## src/ddp_pkg.sv

```systemverilog
// Package: register map, field positions, reset values and timing counts
package ddp_pkg;
    localparam logic [7:0] AUX_CONTROL_ONE_IDX = 8'hA2;
    localparam logic [7:0] CLOCK_CONTROL_ONE_IDX = 8'hAF;
    localparam logic [11:0] AUX_CONTROL_ONE_ADDR = 12'h288;
    localparam logic [11:0] CLOCK_CONTROL_ONE_ADDR = 12'h2BC;
    localparam logic [11:0] CPU_CLOCK_CTRL_ADDR = 12'h300;
    localparam logic [11:0] PTR_CMD_ADDR = 12'h304;
    localparam logic [11:0] PTR_ZERO_ADDR = 12'h308;
    localparam logic [11:0] PTR_ONE_ADDR = 12'h30C;
    localparam logic [11:0] PTR_ACTIVE_ADDR = 12'h310;
    localparam logic [11:0] PTR_STATUS_ADDR = 12'h314;
    localparam int POINTER_SELECT_BIT = 0;
    localparam int ZERO_BIT = 2;
    localparam int USER_FLAG_BIT = 3;
    localparam int BOOT_ROM_MAP_ENABLE_BIT = 5;
    localparam int SPI_FAST_CLOCK_SELECT_BIT = 0;
    localparam int CPU_DOUBLE_SPEED_BIT = 0;
    localparam logic [7:0] AUX_WRITE_MASK = 8'h29;
    localparam logic [7:0] AUX_RESET = 8'h00;
    localparam logic [7:0] CLOCK_CONTROL_ONE_RESET = 8'h00;
    localparam logic [15:0] BOOT_ROM_BASE = 16'hF800;
    localparam logic [3:0] OSC_PER_CYCLE_FAST = 4'h6;
    localparam logic [3:0] OSC_PER_CYCLE_STD = 4'hC;
    localparam logic [1:0] CMD_LOAD = 2'h1;
    localparam logic [1:0] CMD_INC = 2'h2;
    localparam logic [1:0] CMD_AUX_INC = 2'h3;
    localparam logic [1:0] RESP_OKAY = 2'h0;
    localparam logic [1:0] RESP_SLVERR = 2'h2;
endpackage : ddp_pkg

```

## src/ddp_clk_div.sv

```systemverilog
// Clock divider: one-cycle enable every N oscillator periods
`timescale 1ns/100ps
module ddp_clk_div
    import ddp_pkg::*;
(
    input wire logic i_sys_clk,
    input wire logic i_rstn,
    input wire logic [3:0] i_period,
    output logic o_tick
);
    typedef struct packed {
        logic [3:0] cnt;
        logic tick;
    } ddp_div_t;
    ddp_div_t s_q;
    ddp_div_t s_d;

    always_comb begin
        s_d = s_q;
        s_d.tick = 1'b0;
        if (s_q.cnt >= i_period - 4'h1) begin
            s_d.cnt = 4'h0;
            s_d.tick = 1'b1;
        end else begin
            s_d.cnt = s_q.cnt + 4'h1;
        end
    end

    always_ff @(posedge i_sys_clk) begin
        if (!i_rstn) begin
            s_q <= '0;
        end else begin
            s_q <= s_d;
        end
    end

    assign o_tick = s_q.tick;
endmodule : ddp_clk_div

```

## src/ddp_regs.sv

```systemverilog
// Dual data pointer, auxiliary and clock control registers on AXI4-Lite
`timescale 1ns/100ps
module ddp_regs
    import ddp_pkg::*;
(
    input wire logic i_sys_clk,
    input wire logic i_rstn,
    input wire logic [11:0] i_awaddr,
    input wire logic i_awvalid,
    output logic o_awready,
    input wire logic [31:0] i_wdata,
    input wire logic [3:0] i_wstrb,
    input wire logic i_wvalid,
    output logic o_wready,
    output logic [1:0] o_bresp,
    output logic o_bvalid,
    input wire logic i_bready,
    input wire logic [11:0] i_araddr,
    input wire logic i_arvalid,
    output logic o_arready,
    output logic [31:0] o_rdata,
    output logic [1:0] o_rresp,
    output logic o_rvalid,
    input wire logic i_rready,
    input wire logic [15:0] i_code_addr,
    output logic o_boot_rom_hit,
    output logic [15:0] o_data_pointer,
    output logic o_spi_tick,
    output logic o_cpu_tick
);
    ////////////////////////////////////////////////////////////////////////
    typedef struct packed {
        logic aw_ok;
        logic [11:0] aw_addr;
        logic w_ok;
        logic [31:0] w_data;
        logic [3:0] w_strb;
        logic bvalid;
        logic [1:0] bresp;
        logic rvalid;
        logic [31:0] rdata;
        logic [1:0] rresp;
        logic [7:0] aux;
        logic [7:0] clk_one;
        logic cpu_double_speed;
        logic [15:0] pointer_zero;
        logic [15:0] pointer_one;
        logic boot_hit;
        logic [15:0] dp_out;
        logic aw_rdy;
        logic w_rdy;
        logic ar_rdy;
    } ddp_state_t;
    ddp_state_t s_q;
    ddp_state_t s_d;

    logic spi_tick;
    logic cpu_tick;
    logic [3:0] spi_period;
    logic [3:0] cpu_period;

    // Lane merge for a byte-strobed write
    function automatic logic [31:0] merge(input logic [31:0] old_v,
                                          input logic [31:0] new_v,
                                          input logic [3:0] strb);
        logic [31:0] r;
        r = old_v;
        for (int i = 0; i < 4; i++) begin
            if (strb[i]) begin
                r[i*8 +: 8] = new_v[i*8 +: 8];
            end
        end
        return r;
    endfunction : merge

    // Address decode shared by read and write paths
    function automatic logic mapped(input logic [11:0] a);
        return a == AUX_CONTROL_ONE_ADDR || a == CLOCK_CONTROL_ONE_ADDR ||
               a == CPU_CLOCK_CTRL_ADDR || a == PTR_CMD_ADDR ||
               a == PTR_ZERO_ADDR || a == PTR_ONE_ADDR ||
               a == PTR_ACTIVE_ADDR || a == PTR_STATUS_ADDR;
    endfunction : mapped

    ////////////////////////////////////////////////////////////////////////
    // Peripheral rate selection
    always_comb begin
        if (!s_q.cpu_double_speed) begin
            cpu_period = OSC_PER_CYCLE_STD;
            spi_period = OSC_PER_CYCLE_STD;
        end else begin
            cpu_period = OSC_PER_CYCLE_FAST;
            spi_period = s_q.clk_one[SPI_FAST_CLOCK_SELECT_BIT] ?
                         OSC_PER_CYCLE_STD : OSC_PER_CYCLE_FAST;
        end
    end

    ddp_clk_div u_spi_div (
        .i_sys_clk(i_sys_clk),
        .i_rstn(i_rstn),
        .i_period(spi_period),
        .o_tick(spi_tick)
    );

    ddp_clk_div u_cpu_div (
        .i_sys_clk(i_sys_clk),
        .i_rstn(i_rstn),
        .i_period(cpu_period),
        .o_tick(cpu_tick)
    );

    ////////////////////////////////////////////////////////////////////////
    always_comb begin
        logic [31:0] wv;
        logic [31:0] cur;
        logic sel;
        wv = '0;
        cur = '0;
        s_d = s_q;
        sel = s_q.aux[POINTER_SELECT_BIT];
        if (i_awvalid && s_q.aw_rdy) begin
            s_d.aw_ok = 1'b1;
            s_d.aw_addr = i_awaddr;
        end
        if (i_wvalid && s_q.w_rdy) begin
            s_d.w_ok = 1'b1;
            s_d.w_data = i_wdata;
            s_d.w_strb = i_wstrb;
        end
        if (s_q.bvalid && i_bready) begin
            s_d.bvalid = 1'b0;
        end
        if (s_q.aw_ok && s_q.w_ok && !s_q.bvalid) begin
            s_d.aw_ok = 1'b0;
            s_d.w_ok = 1'b0;
            s_d.bvalid = 1'b1;
            s_d.bresp = mapped(s_q.aw_addr) ? RESP_OKAY : RESP_SLVERR;
            unique case (s_q.aw_addr)
                AUX_CONTROL_ONE_ADDR: begin
                    wv = merge({24'h0, s_q.aux}, s_q.w_data, s_q.w_strb);
                    s_d.aux = wv[7:0] & AUX_WRITE_MASK;
                end
                CLOCK_CONTROL_ONE_ADDR: begin
                    wv = merge({24'h0, s_q.clk_one}, s_q.w_data, s_q.w_strb);
                    s_d.clk_one = {7'h0, wv[SPI_FAST_CLOCK_SELECT_BIT]};
                end
                CPU_CLOCK_CTRL_ADDR: begin
                    if (s_q.w_strb[0]) begin
                        s_d.cpu_double_speed =
                            s_q.w_data[CPU_DOUBLE_SPEED_BIT];
                    end
                end
                PTR_CMD_ADDR: begin
                    if (s_q.w_strb[0]) begin
                        unique case (s_q.w_data[1:0])
                            CMD_LOAD: begin
                                // Only the active pointer is touched
                                if (sel) begin
                                    s_d.pointer_one = s_q.w_data[31:16];
                                end else begin
                                    s_d.pointer_zero = s_q.w_data[31:16];
                                end
                            end
                            CMD_INC: begin
                                if (sel) begin
                                    s_d.pointer_one = s_q.pointer_one + 16'h1;
                                end else begin
                                    s_d.pointer_zero =
                                        s_q.pointer_zero + 16'h1;
                                end
                            end
                            CMD_AUX_INC: begin
                                // Carry out of bit 0 dies in bit 1, which the write mask clears
                                wv = {24'h0, s_q.aux} + 32'h1;
                                s_d.aux = wv[7:0] & AUX_WRITE_MASK;
                            end
                            default: begin
                            end
                        endcase
                    end
                end
                PTR_ZERO_ADDR: begin
                    wv = merge({16'h0, s_q.pointer_zero}, s_q.w_data,
                               s_q.w_strb);
                    s_d.pointer_zero = wv[15:0];
                end
                PTR_ONE_ADDR: begin
                    wv = merge({16'h0, s_q.pointer_one}, s_q.w_data,
                               s_q.w_strb);
                    s_d.pointer_one = wv[15:0];
                end
                default: begin
                end
            endcase
        end
        if (s_q.rvalid && i_rready) begin
            s_d.rvalid = 1'b0;
        end
        if (i_arvalid && s_q.ar_rdy) begin
            s_d.rvalid = 1'b1;
            s_d.rresp = mapped(i_araddr) ? RESP_OKAY : RESP_SLVERR;
            unique case (i_araddr)
                AUX_CONTROL_ONE_ADDR: cur = {24'h0, s_q.aux};
                CLOCK_CONTROL_ONE_ADDR: cur = {24'h0, s_q.clk_one};
                CPU_CLOCK_CTRL_ADDR: cur = {31'h0, s_q.cpu_double_speed};
                PTR_ZERO_ADDR: cur = {16'h0, s_q.pointer_zero};
                PTR_ONE_ADDR: cur = {16'h0, s_q.pointer_one};
                PTR_ACTIVE_ADDR: cur = {16'h0, s_q.dp_out};
                PTR_STATUS_ADDR: cur = {30'h0, s_q.boot_hit, sel};
                default: cur = '0;
            endcase
            s_d.rdata = cur;
        end
        s_d.dp_out = s_d.aux[POINTER_SELECT_BIT] ?
                     s_d.pointer_one : s_d.pointer_zero;
        s_d.boot_hit = s_d.aux[BOOT_ROM_MAP_ENABLE_BIT] &&
                       (i_code_addr >= BOOT_ROM_BASE);
        // Readies are registered, so they stay low through reset
        s_d.aw_rdy = !s_d.aw_ok;
        s_d.w_rdy = !s_d.w_ok;
        s_d.ar_rdy = !s_d.rvalid;
    end

    always_ff @(posedge i_sys_clk) begin
        if (!i_rstn) begin
            s_q <= '0;
            s_q.aux <= AUX_RESET;
            s_q.clk_one <= CLOCK_CONTROL_ONE_RESET;
        end else begin
            s_q <= s_d;
        end
    end

    logic spi_q;
    logic cpu_q;
    always_ff @(posedge i_sys_clk) begin
        if (!i_rstn) begin
            spi_q <= 1'b0;
            cpu_q <= 1'b0;
        end else begin
            spi_q <= spi_tick;
            cpu_q <= cpu_tick;
        end
    end

    assign o_awready = s_q.aw_rdy;
    assign o_wready = s_q.w_rdy;
    assign o_bvalid = s_q.bvalid;
    assign o_bresp = s_q.bresp;
    assign o_arready = s_q.ar_rdy;
    assign o_rvalid = s_q.rvalid;
    assign o_rdata = s_q.rdata;
    assign o_rresp = s_q.rresp;
    assign o_boot_rom_hit = s_q.boot_hit;
    assign o_data_pointer = s_q.dp_out;
    assign o_spi_tick = spi_q;
    assign o_cpu_tick = cpu_q;

    ////////////////////////////////////////////////////////////////////////
    // Helper: cycles since last SPI tick
    logic [4:0] spi_gap_q;
    always_ff @(posedge i_sys_clk) begin
        if (!i_rstn || spi_tick) begin
            spi_gap_q <= 5'h0;
        end else if (spi_gap_q != 5'h1F) begin
            spi_gap_q <= spi_gap_q + 5'h1;
        end
    end

    // Helper: cycles since last CPU tick
    logic [4:0] cpu_gap_q;
    always_ff @(posedge i_sys_clk) begin
        if (!i_rstn || cpu_tick) begin
            cpu_gap_q <= 5'h0;
        end else if (cpu_gap_q != 5'h1F) begin
            cpu_gap_q <= cpu_gap_q + 5'h1;
        end
    end
endmodule : ddp_regs

```

## config.mk

```make
export PLATFORM = sky130hd
export DESIGN_NAME = ddp_regs
export DESIGN_NICKNAME = d
export VERILOG_FILES = /design/src/ddp_pkg.sv /design/src/ddp_clk_div.sv /design/src/ddp_regs.sv
export SDC_FILE = /design/constraint.sdc
export NUM_CORES = 1
export LEC_CHECK = 0
export CAP_MARGIN = 30
export CORE_UTILIZATION = 35
export DETAILED_ROUTE_END_ITERATION = 16
export DONT_BUFFER_PORTS = 1
export HOLD_SLACK_MARGIN = 0.15
export PLACE_DENSITY = 0.61
export SLEW_MARGIN = 10
export SYNTH_ARGS = -nofsm -noshare
export SYNTH_HDL_FRONTEND = slang
export SYNTH_HIERARCHICAL = 1
export SYNTH_SLANG_ARGS = --single-unit
```

## constraint.sdc

```tcl
create_clock -name i_sys_clk -period 3.1 [get_ports i_sys_clk]
set_clock_uncertainty 0.05 [all_clocks]
set_input_delay 0.62 -clock i_sys_clk [delete_from_list [all_inputs] [get_ports i_sys_clk]]
set_output_delay 0.62 -clock i_sys_clk [all_outputs]
set_load 0.02 [all_outputs]
```

== Yosys cells after proc, flatten, opt, wreduce, memory -nomap -nowiden ==
Index checks and enable logic that the tools add are counted.
Storage, ports and cells
  flip-flop bits (word level): 162
  output and inout bits: 60
  word-level logic and storage cells: 133
  input bits: 83
Operators by class
  muxes and demuxes: 38
  $add $sub $neg: 7
  equal/unequal tests: 22
  magnitude comparators: 3
  bitwise gates (word level): 1
  reductions and logical operators: 34
Operators with widths (number)
  $eq 12x10->1 const B: 16
  $pmux 16 s7: 1
  $mux 16: 5
  $pmux 16 s2: 2
  $pmux 32 s2: 1
  $mux 8: 6
  $mux 47: 1
  $mux 37: 1
  $mux 35: 1
  $add 16x1->16 const B: 2
  $mux 32: 1
  $ge 16x16->1 const B: 1
  $pmux 8 s2: 1
  $logic_or 1x1->1: 14
  $mux 13: 1
  $mux 4: 3
  $mux 1: 10
  $add 4x1->4 const B: 2
  $ge 4x4->1: 2
  $logic_and 1x1->1: 8
  $sub 4x1->4 const B: 2
  $add 6x1->6 const B: 1
  $mux 6: 1
  $reduce_and 3->1: 2
  12 further kinds: 20

== Longest topological paths before layout ==
  depth in word-level cells: 11
  gate-level depth with buffers: 11
  depth with buffers taken out: 9

== Hierarchy ==
Netlist, hierarchy kept.
Modules (own cells, without submodules)
  ddp_regs: instances 1, cells each 994, area an instance 7669.9 um^2, sequential area each 2542.4 um^2
  ddp_clk_div: instances 2, cells each 31, area an instance 301.5 um^2, sequential area each 100.1 um^2

== Worst setup path after synthesis ==
OpenSTA, ideal clock, no wires.
  path kind: in2reg
  from: in i_araddr[11]
  to: reg s_q, in the netlist o_rdata[5]
  data required time: 2.975 ns
  stages: 7
  library setup time: 0.075 ns
  path buffers: 2
  arrival time: 2.492 ns
  slack: 0.483 ns
  cell sequence: or4b_4 > or3b_1 > buf_2 > nor4_4 > buf_4 > a221oi_1 > o21ai_0
Between the ends
  longest elaborated chain between the ends: 2
  elaborated cells on any way between the ends: 8
  those cells by class: 7 x eq/ne; 1 x mux
RTL lines
  from (decl): line ddp_regs.sv:18  | input wire logic [11:0] i_araddr,
  $eq 12x10->1: line ddp_regs.sv:201  | unique case (i_araddr)
  $pmux 16 s7 *: line ddp_regs.sv:201
  to (decl): line ddp_regs.sv:54  | ddp_state_t s_q;
Every way passes the cells marked *; elsewhere a longest branch is shown, timed or not.
A chain may end at the register's enable or synchronous reset.

== Worst setup path in the final report ==
  from: reg s_q[144] (netlist name)
  to: reg s_q, in the netlist o_data_pointer[13]
Between the ends
  longest elaborated chain between the ends: 4
  elaborated cells on any way between the ends: 9
  those cells by class: 4 x eq/ne; 5 x mux
RTL lines
  $eq 12x10->1
  $pmux 16 s2 or $pmux 8 s2 (tied branches): line ddp_regs.sv:137  | unique case (s_q.aw_addr)
  $mux 47 *: line ddp_regs.sv:132  | if (s_q.aw_ok && s_q.w_ok && !s_q.bvalid) begin
  $mux 16 *: line ddp_regs.sv:213  | s_d.dp_out = s_d.aux[POINTER_SELECT_BIT] ?
Marked as above.

==> summary by stage <==
Floorplanning
For this configuration, the core starts out at a cell density of 0.361. The die span in x is 156 µm. In this run the vertical extent of the chip is 156 µm. After floorplanning, the core was sized to cover 22,900 µm². The floorplan step defined a die boundary enclosing 24,300 µm².

The initialized floorplan defines 55 standard-cell rows. In this run the count of I/O pins placed on the die edge is 143.

Routing
The per-cell via count in the routed design is 5.71. In the routed design, unresolved DRC markers number 0. The detailed router placed 7,597 vias in this run. The number of design-rule violations left by the first detailed-router iteration is 912. The detail route stage leaves a number of antenna-violating nets equal to 0. For this block, the routed nets add up to 26,600 µm of wire. The routed length per placed instance is 20.0 µm.

The detailed-routing iteration count for the pre-antenna-repair pass is 6.

STA
The actual transition at the worst max-transition pin is 772 ps. In the final timing run, aggregate negative setup slack is 0 ps. Setup repair after global routing left no endpoint under its margin. Setup violations remaining at the end of the flow were counted as 0. The number of hold violations in the final report came to 0. Static timing analysis puts the maximum clock frequency at 351 MHz. The share of the clock period used by the worst path after layout is 0.918. In this run the tightest slew margin relative to its limit is 0.485. The total count of max-transition violations in the final report is 0. After layout, the minimum clock period comes to 2850 ps.

Power and ir drop
The switching power summed over all nets is 0.00107 W. The peak supply drop is 365 µV. The total leakage power is 2.91 nW. The internal power of the cells totals 0.00317 W.

In this run the power density over the cells is 474 nW/µm². The net switching share of the total power is 0.253. The power consumption is 0.00424 W.

The share of total power dissipated in sequential elements is 0.442. The clock network power share is 0.490. The combinational share of power is 0.068.

Clock network
TritonCTS built the clock tree. The maximum buffer depth of the clock tree is 2. After clock tree synthesis, the setup repair step added 0 buffers. The number of buffers added to fix hold violations after cts is 0.

In this run the number of H-tree levels came out at 4. The cell at the root of the clock tree is clkbuf_16. The number of buffers created by CTS is 17. The clock transition at the registers of the reported paths is 60 ps.

The later pin in the worst-skew pair is clocked with a latency of 430 ps. The count of clock tree sinks is 137. Post-CTS repair changed the size of 0 cells.

Placement
Summed over all nets, the half-perimeter wirelength after detailed placement is 19,800 µm. Buffers placed on the I/O ports in this run total 0. The final estimated routing congestion in global placement is 0.935. After detailed placement, the total cell area comes to 8360 µm².

The number of cells in the design after placement is 1,299.

Synth
The number of instances in the synthesized netlist is 1,056. The share of synthesized cell area in and, or, nand and nor gates is 0.244. In this run the mean area of a mapped cell was 7.83 µm². The synthesized netlist contains 78 unique library cells. After synthesis, the cell types taking the most area are dfxtp_1 33%, nand2_1 6.9%, a21oi_1 5.3%. After synthesis, the most frequently instantiated cells are 153 x nand2_1, 137 x dfxtp_1, 88 x a21oi_1, 72 x nor2_1, 61 x clkbuf_1.

The netlist area before placement is 8270 µm². The share of the yosys chip area belonging to registers is 0.332. The complex-gate fraction of the synthesized area was 0.232. The synthesized-area fraction occupied by adder cells is 0.0257. Yosys mapped a number of flops with a built-in enable equal to 0. After synthesis, the largest family of logic cells by area is simple AND/OR/NAND/NOR gates.

The multiplexer share of the synthesized area is 0.0504. The post-synthesis register bit count is 137. The cell with the most instances after synthesis is nand2_1.

In the synthesized netlist the async set-or-reset flop fraction comes to 0. Of the total synthesized cell area, the portion taken by XOR and XNOR cells is 0.0148. Among all flip-flop cells after synthesis, the most frequent one is dfxtp_1. The share of the synthesized area in the top cell type is 0.332. For this run, the number of Yosys warnings is 6. The most area-hungry cell type in the Yosys netlist is dfxtp_1.

Flow run
The number of maximum-capacitance violations is 0.

Setup path
STA classifies the critical path startpoint as a flop. In this design, the stage delay of the slowest critical-path cell is 720 ps. Together, buffers and inverters on the worst path number 1. The most frequent cell on the critical path is o21ai_0.

The cell with the largest stage delay on the worst path is or4b_1. The worst endpoint data arrival time is 3110 ps. The dominant delay contributor by cell family on the critical path is simple AND/OR/NAND/NOR gates. For the worst setup path, the data required time is 3370 ps. The kind of critical path is reg2reg. The highest fanout seen on the critical path is 14. The endpoint kind of the worst setup timing path is a flop.

The signal on the critical path passes through or4b_1 -> buf_4 -> or4_4 -> o21ai_0 -> o22a_1 -> o21ai_0 -> o21a_1.

Layout
The number of non-filler instances in the completed layout is 1,330. With fillers left out, the area of the finished cells amounts to 8960 µm². The repair_antennas step left the layout with diodes totalling 0.

In the final layout, the share of cells above drive strength 1 is 0.103. The final cell utilization of the core is 0.391. The area growth from synthesis to layout is 8.27%.

The net count of the finished layout is 1,105.

Outcome
The run finished with clean final reports.

Worst hold path
The worst hold path belongs to the class in2reg.

Global route
Entering global routing, the biggest net connects 51 pins. The number of antenna violations at the first check in global routing was 0. The global-route usage over all layers is 0.220.

The via count of the first global-routing pass is 6,924. For this run the aggregate overflow at the end of global routing stands at 0. The first-pass GRT wire length is 40,700 µm.
-- through the flow --
stage                     hold slack, ps  worst slack, ps
after floorplan                      362              483
after global placement               365              221
after detailed placement             374              192
after CTS                            251              294
after global routing                 249              124
final                                264              254
-- power groups by stage --
stage	clock network, W	registers [W]	logic, W
3_5_place_dp	0	0.00191	0.000287
4_1_cts	0.00211	0.00187	0.000288
6_report	0.00208	0.00188	0.000288
5_1_grt	0.00219	0.00188	0.000321
3_3_place_gp	0	0.00191	0.000281
2_1_floorplan	0	0.00188	0.000250
-- cell families (layout without fill, tap and decap cells) --
kind of cell / count (synthesis) / after routing
and+or+nand+nor: 397 / 397
AOI/OAI and AO/OA: 287 / 287
buffers and inverters: 162 / 99
DFF: 137 / 137
muxes: 40 / 40
adders and majority gates: 17 / 17
xor gates and xnor gates: 14 / 14
other: 2 / 26
-- area by class of cell --
cell class                      count  area (µm²)
Clock buffer                       17         425
Clock inverter                     14         174
Fill cell                        2349       14000
Inverter                           27         101
Multi-Input combinational cell    781        4790
Sequential cell                   137        2740
Tap cell                          313         392
Timing Repair Buffer               41         333
-- layout by cell type (no fill, tap or decap), types with 5 or more instances in the layout --
cell type  netlist  final
or3_1            6      6
o21a_1           9      9
a21oi_1         88     88
o21ai_1          9      9
nor4_1          14     14
o22ai_1          6      6
dfxtp_1        137    137
a22o_1          15     15
ha_1            17     17
mux2_2          12     12
nand2_1        153    153
nor3_1          28     28
xnor2_1          9      9
nand3b_1         5      5
mux2i_1         27     27
nor2b_1          6      6
a222oi_1        16     16
a221oi_1         7      7
o211ai_1         5      5
nand4_1         11     11
nand3_1         30     30
nand2b_1        12     12
a211oi_1         5      5
buf_4           56     39
conb_1           2     26
clkbuf_16        0     17
nor4b_1          5      5
a22oi_1         18     18
inv_1           27     26
a31oi_1         10     10
nor2_1          72     72
xor2_1           5      5
and2_1          20     20
o2bb2ai_1        7      7
o21ai_0         51     51
clkinv_4         0      5
-- per-layer routing --
layer	vias up	global-route usage	part of all wire
met5	-	0	0
met4	0	0.0808	0.027
met3	55	0.0594	0.098
met2	372	0.327	0.42
met1	3529	0.303	0.46
li1	3641	-	-
-- worst paths after layout --
path	from	end	slack [ps]	cells after the start
setup / recovery	s_q[144]	o_data_pointer[13]	250	7
setup reg to reg	s_q[144]	o_data_pointer[13]	250	7
hold reg to reg	u_cpu_div/o_tick	o_cpu_tick	390	1
hold / removal	i_rstn	u_spi_div/o_tick	260	1
-- flip-flops by register name, indices dropped and copies added (netlist names) --
signal            count
s_q                  85
o_data_pointer       16
o_rdata              16
u_cpu_div/s_q         4
u_spi_div/s_q         4
o_arready             1
o_awready             1
o_boot_rom_hit        1
o_bresp               1
o_bvalid              1
o_cpu_tick            1
o_rresp               1
o_rvalid              1
o_spi_tick            1
o_wready              1
u_cpu_div/o_tick      1
u_spi_div/o_tick      1
Power figures use the tool's default switching activity.
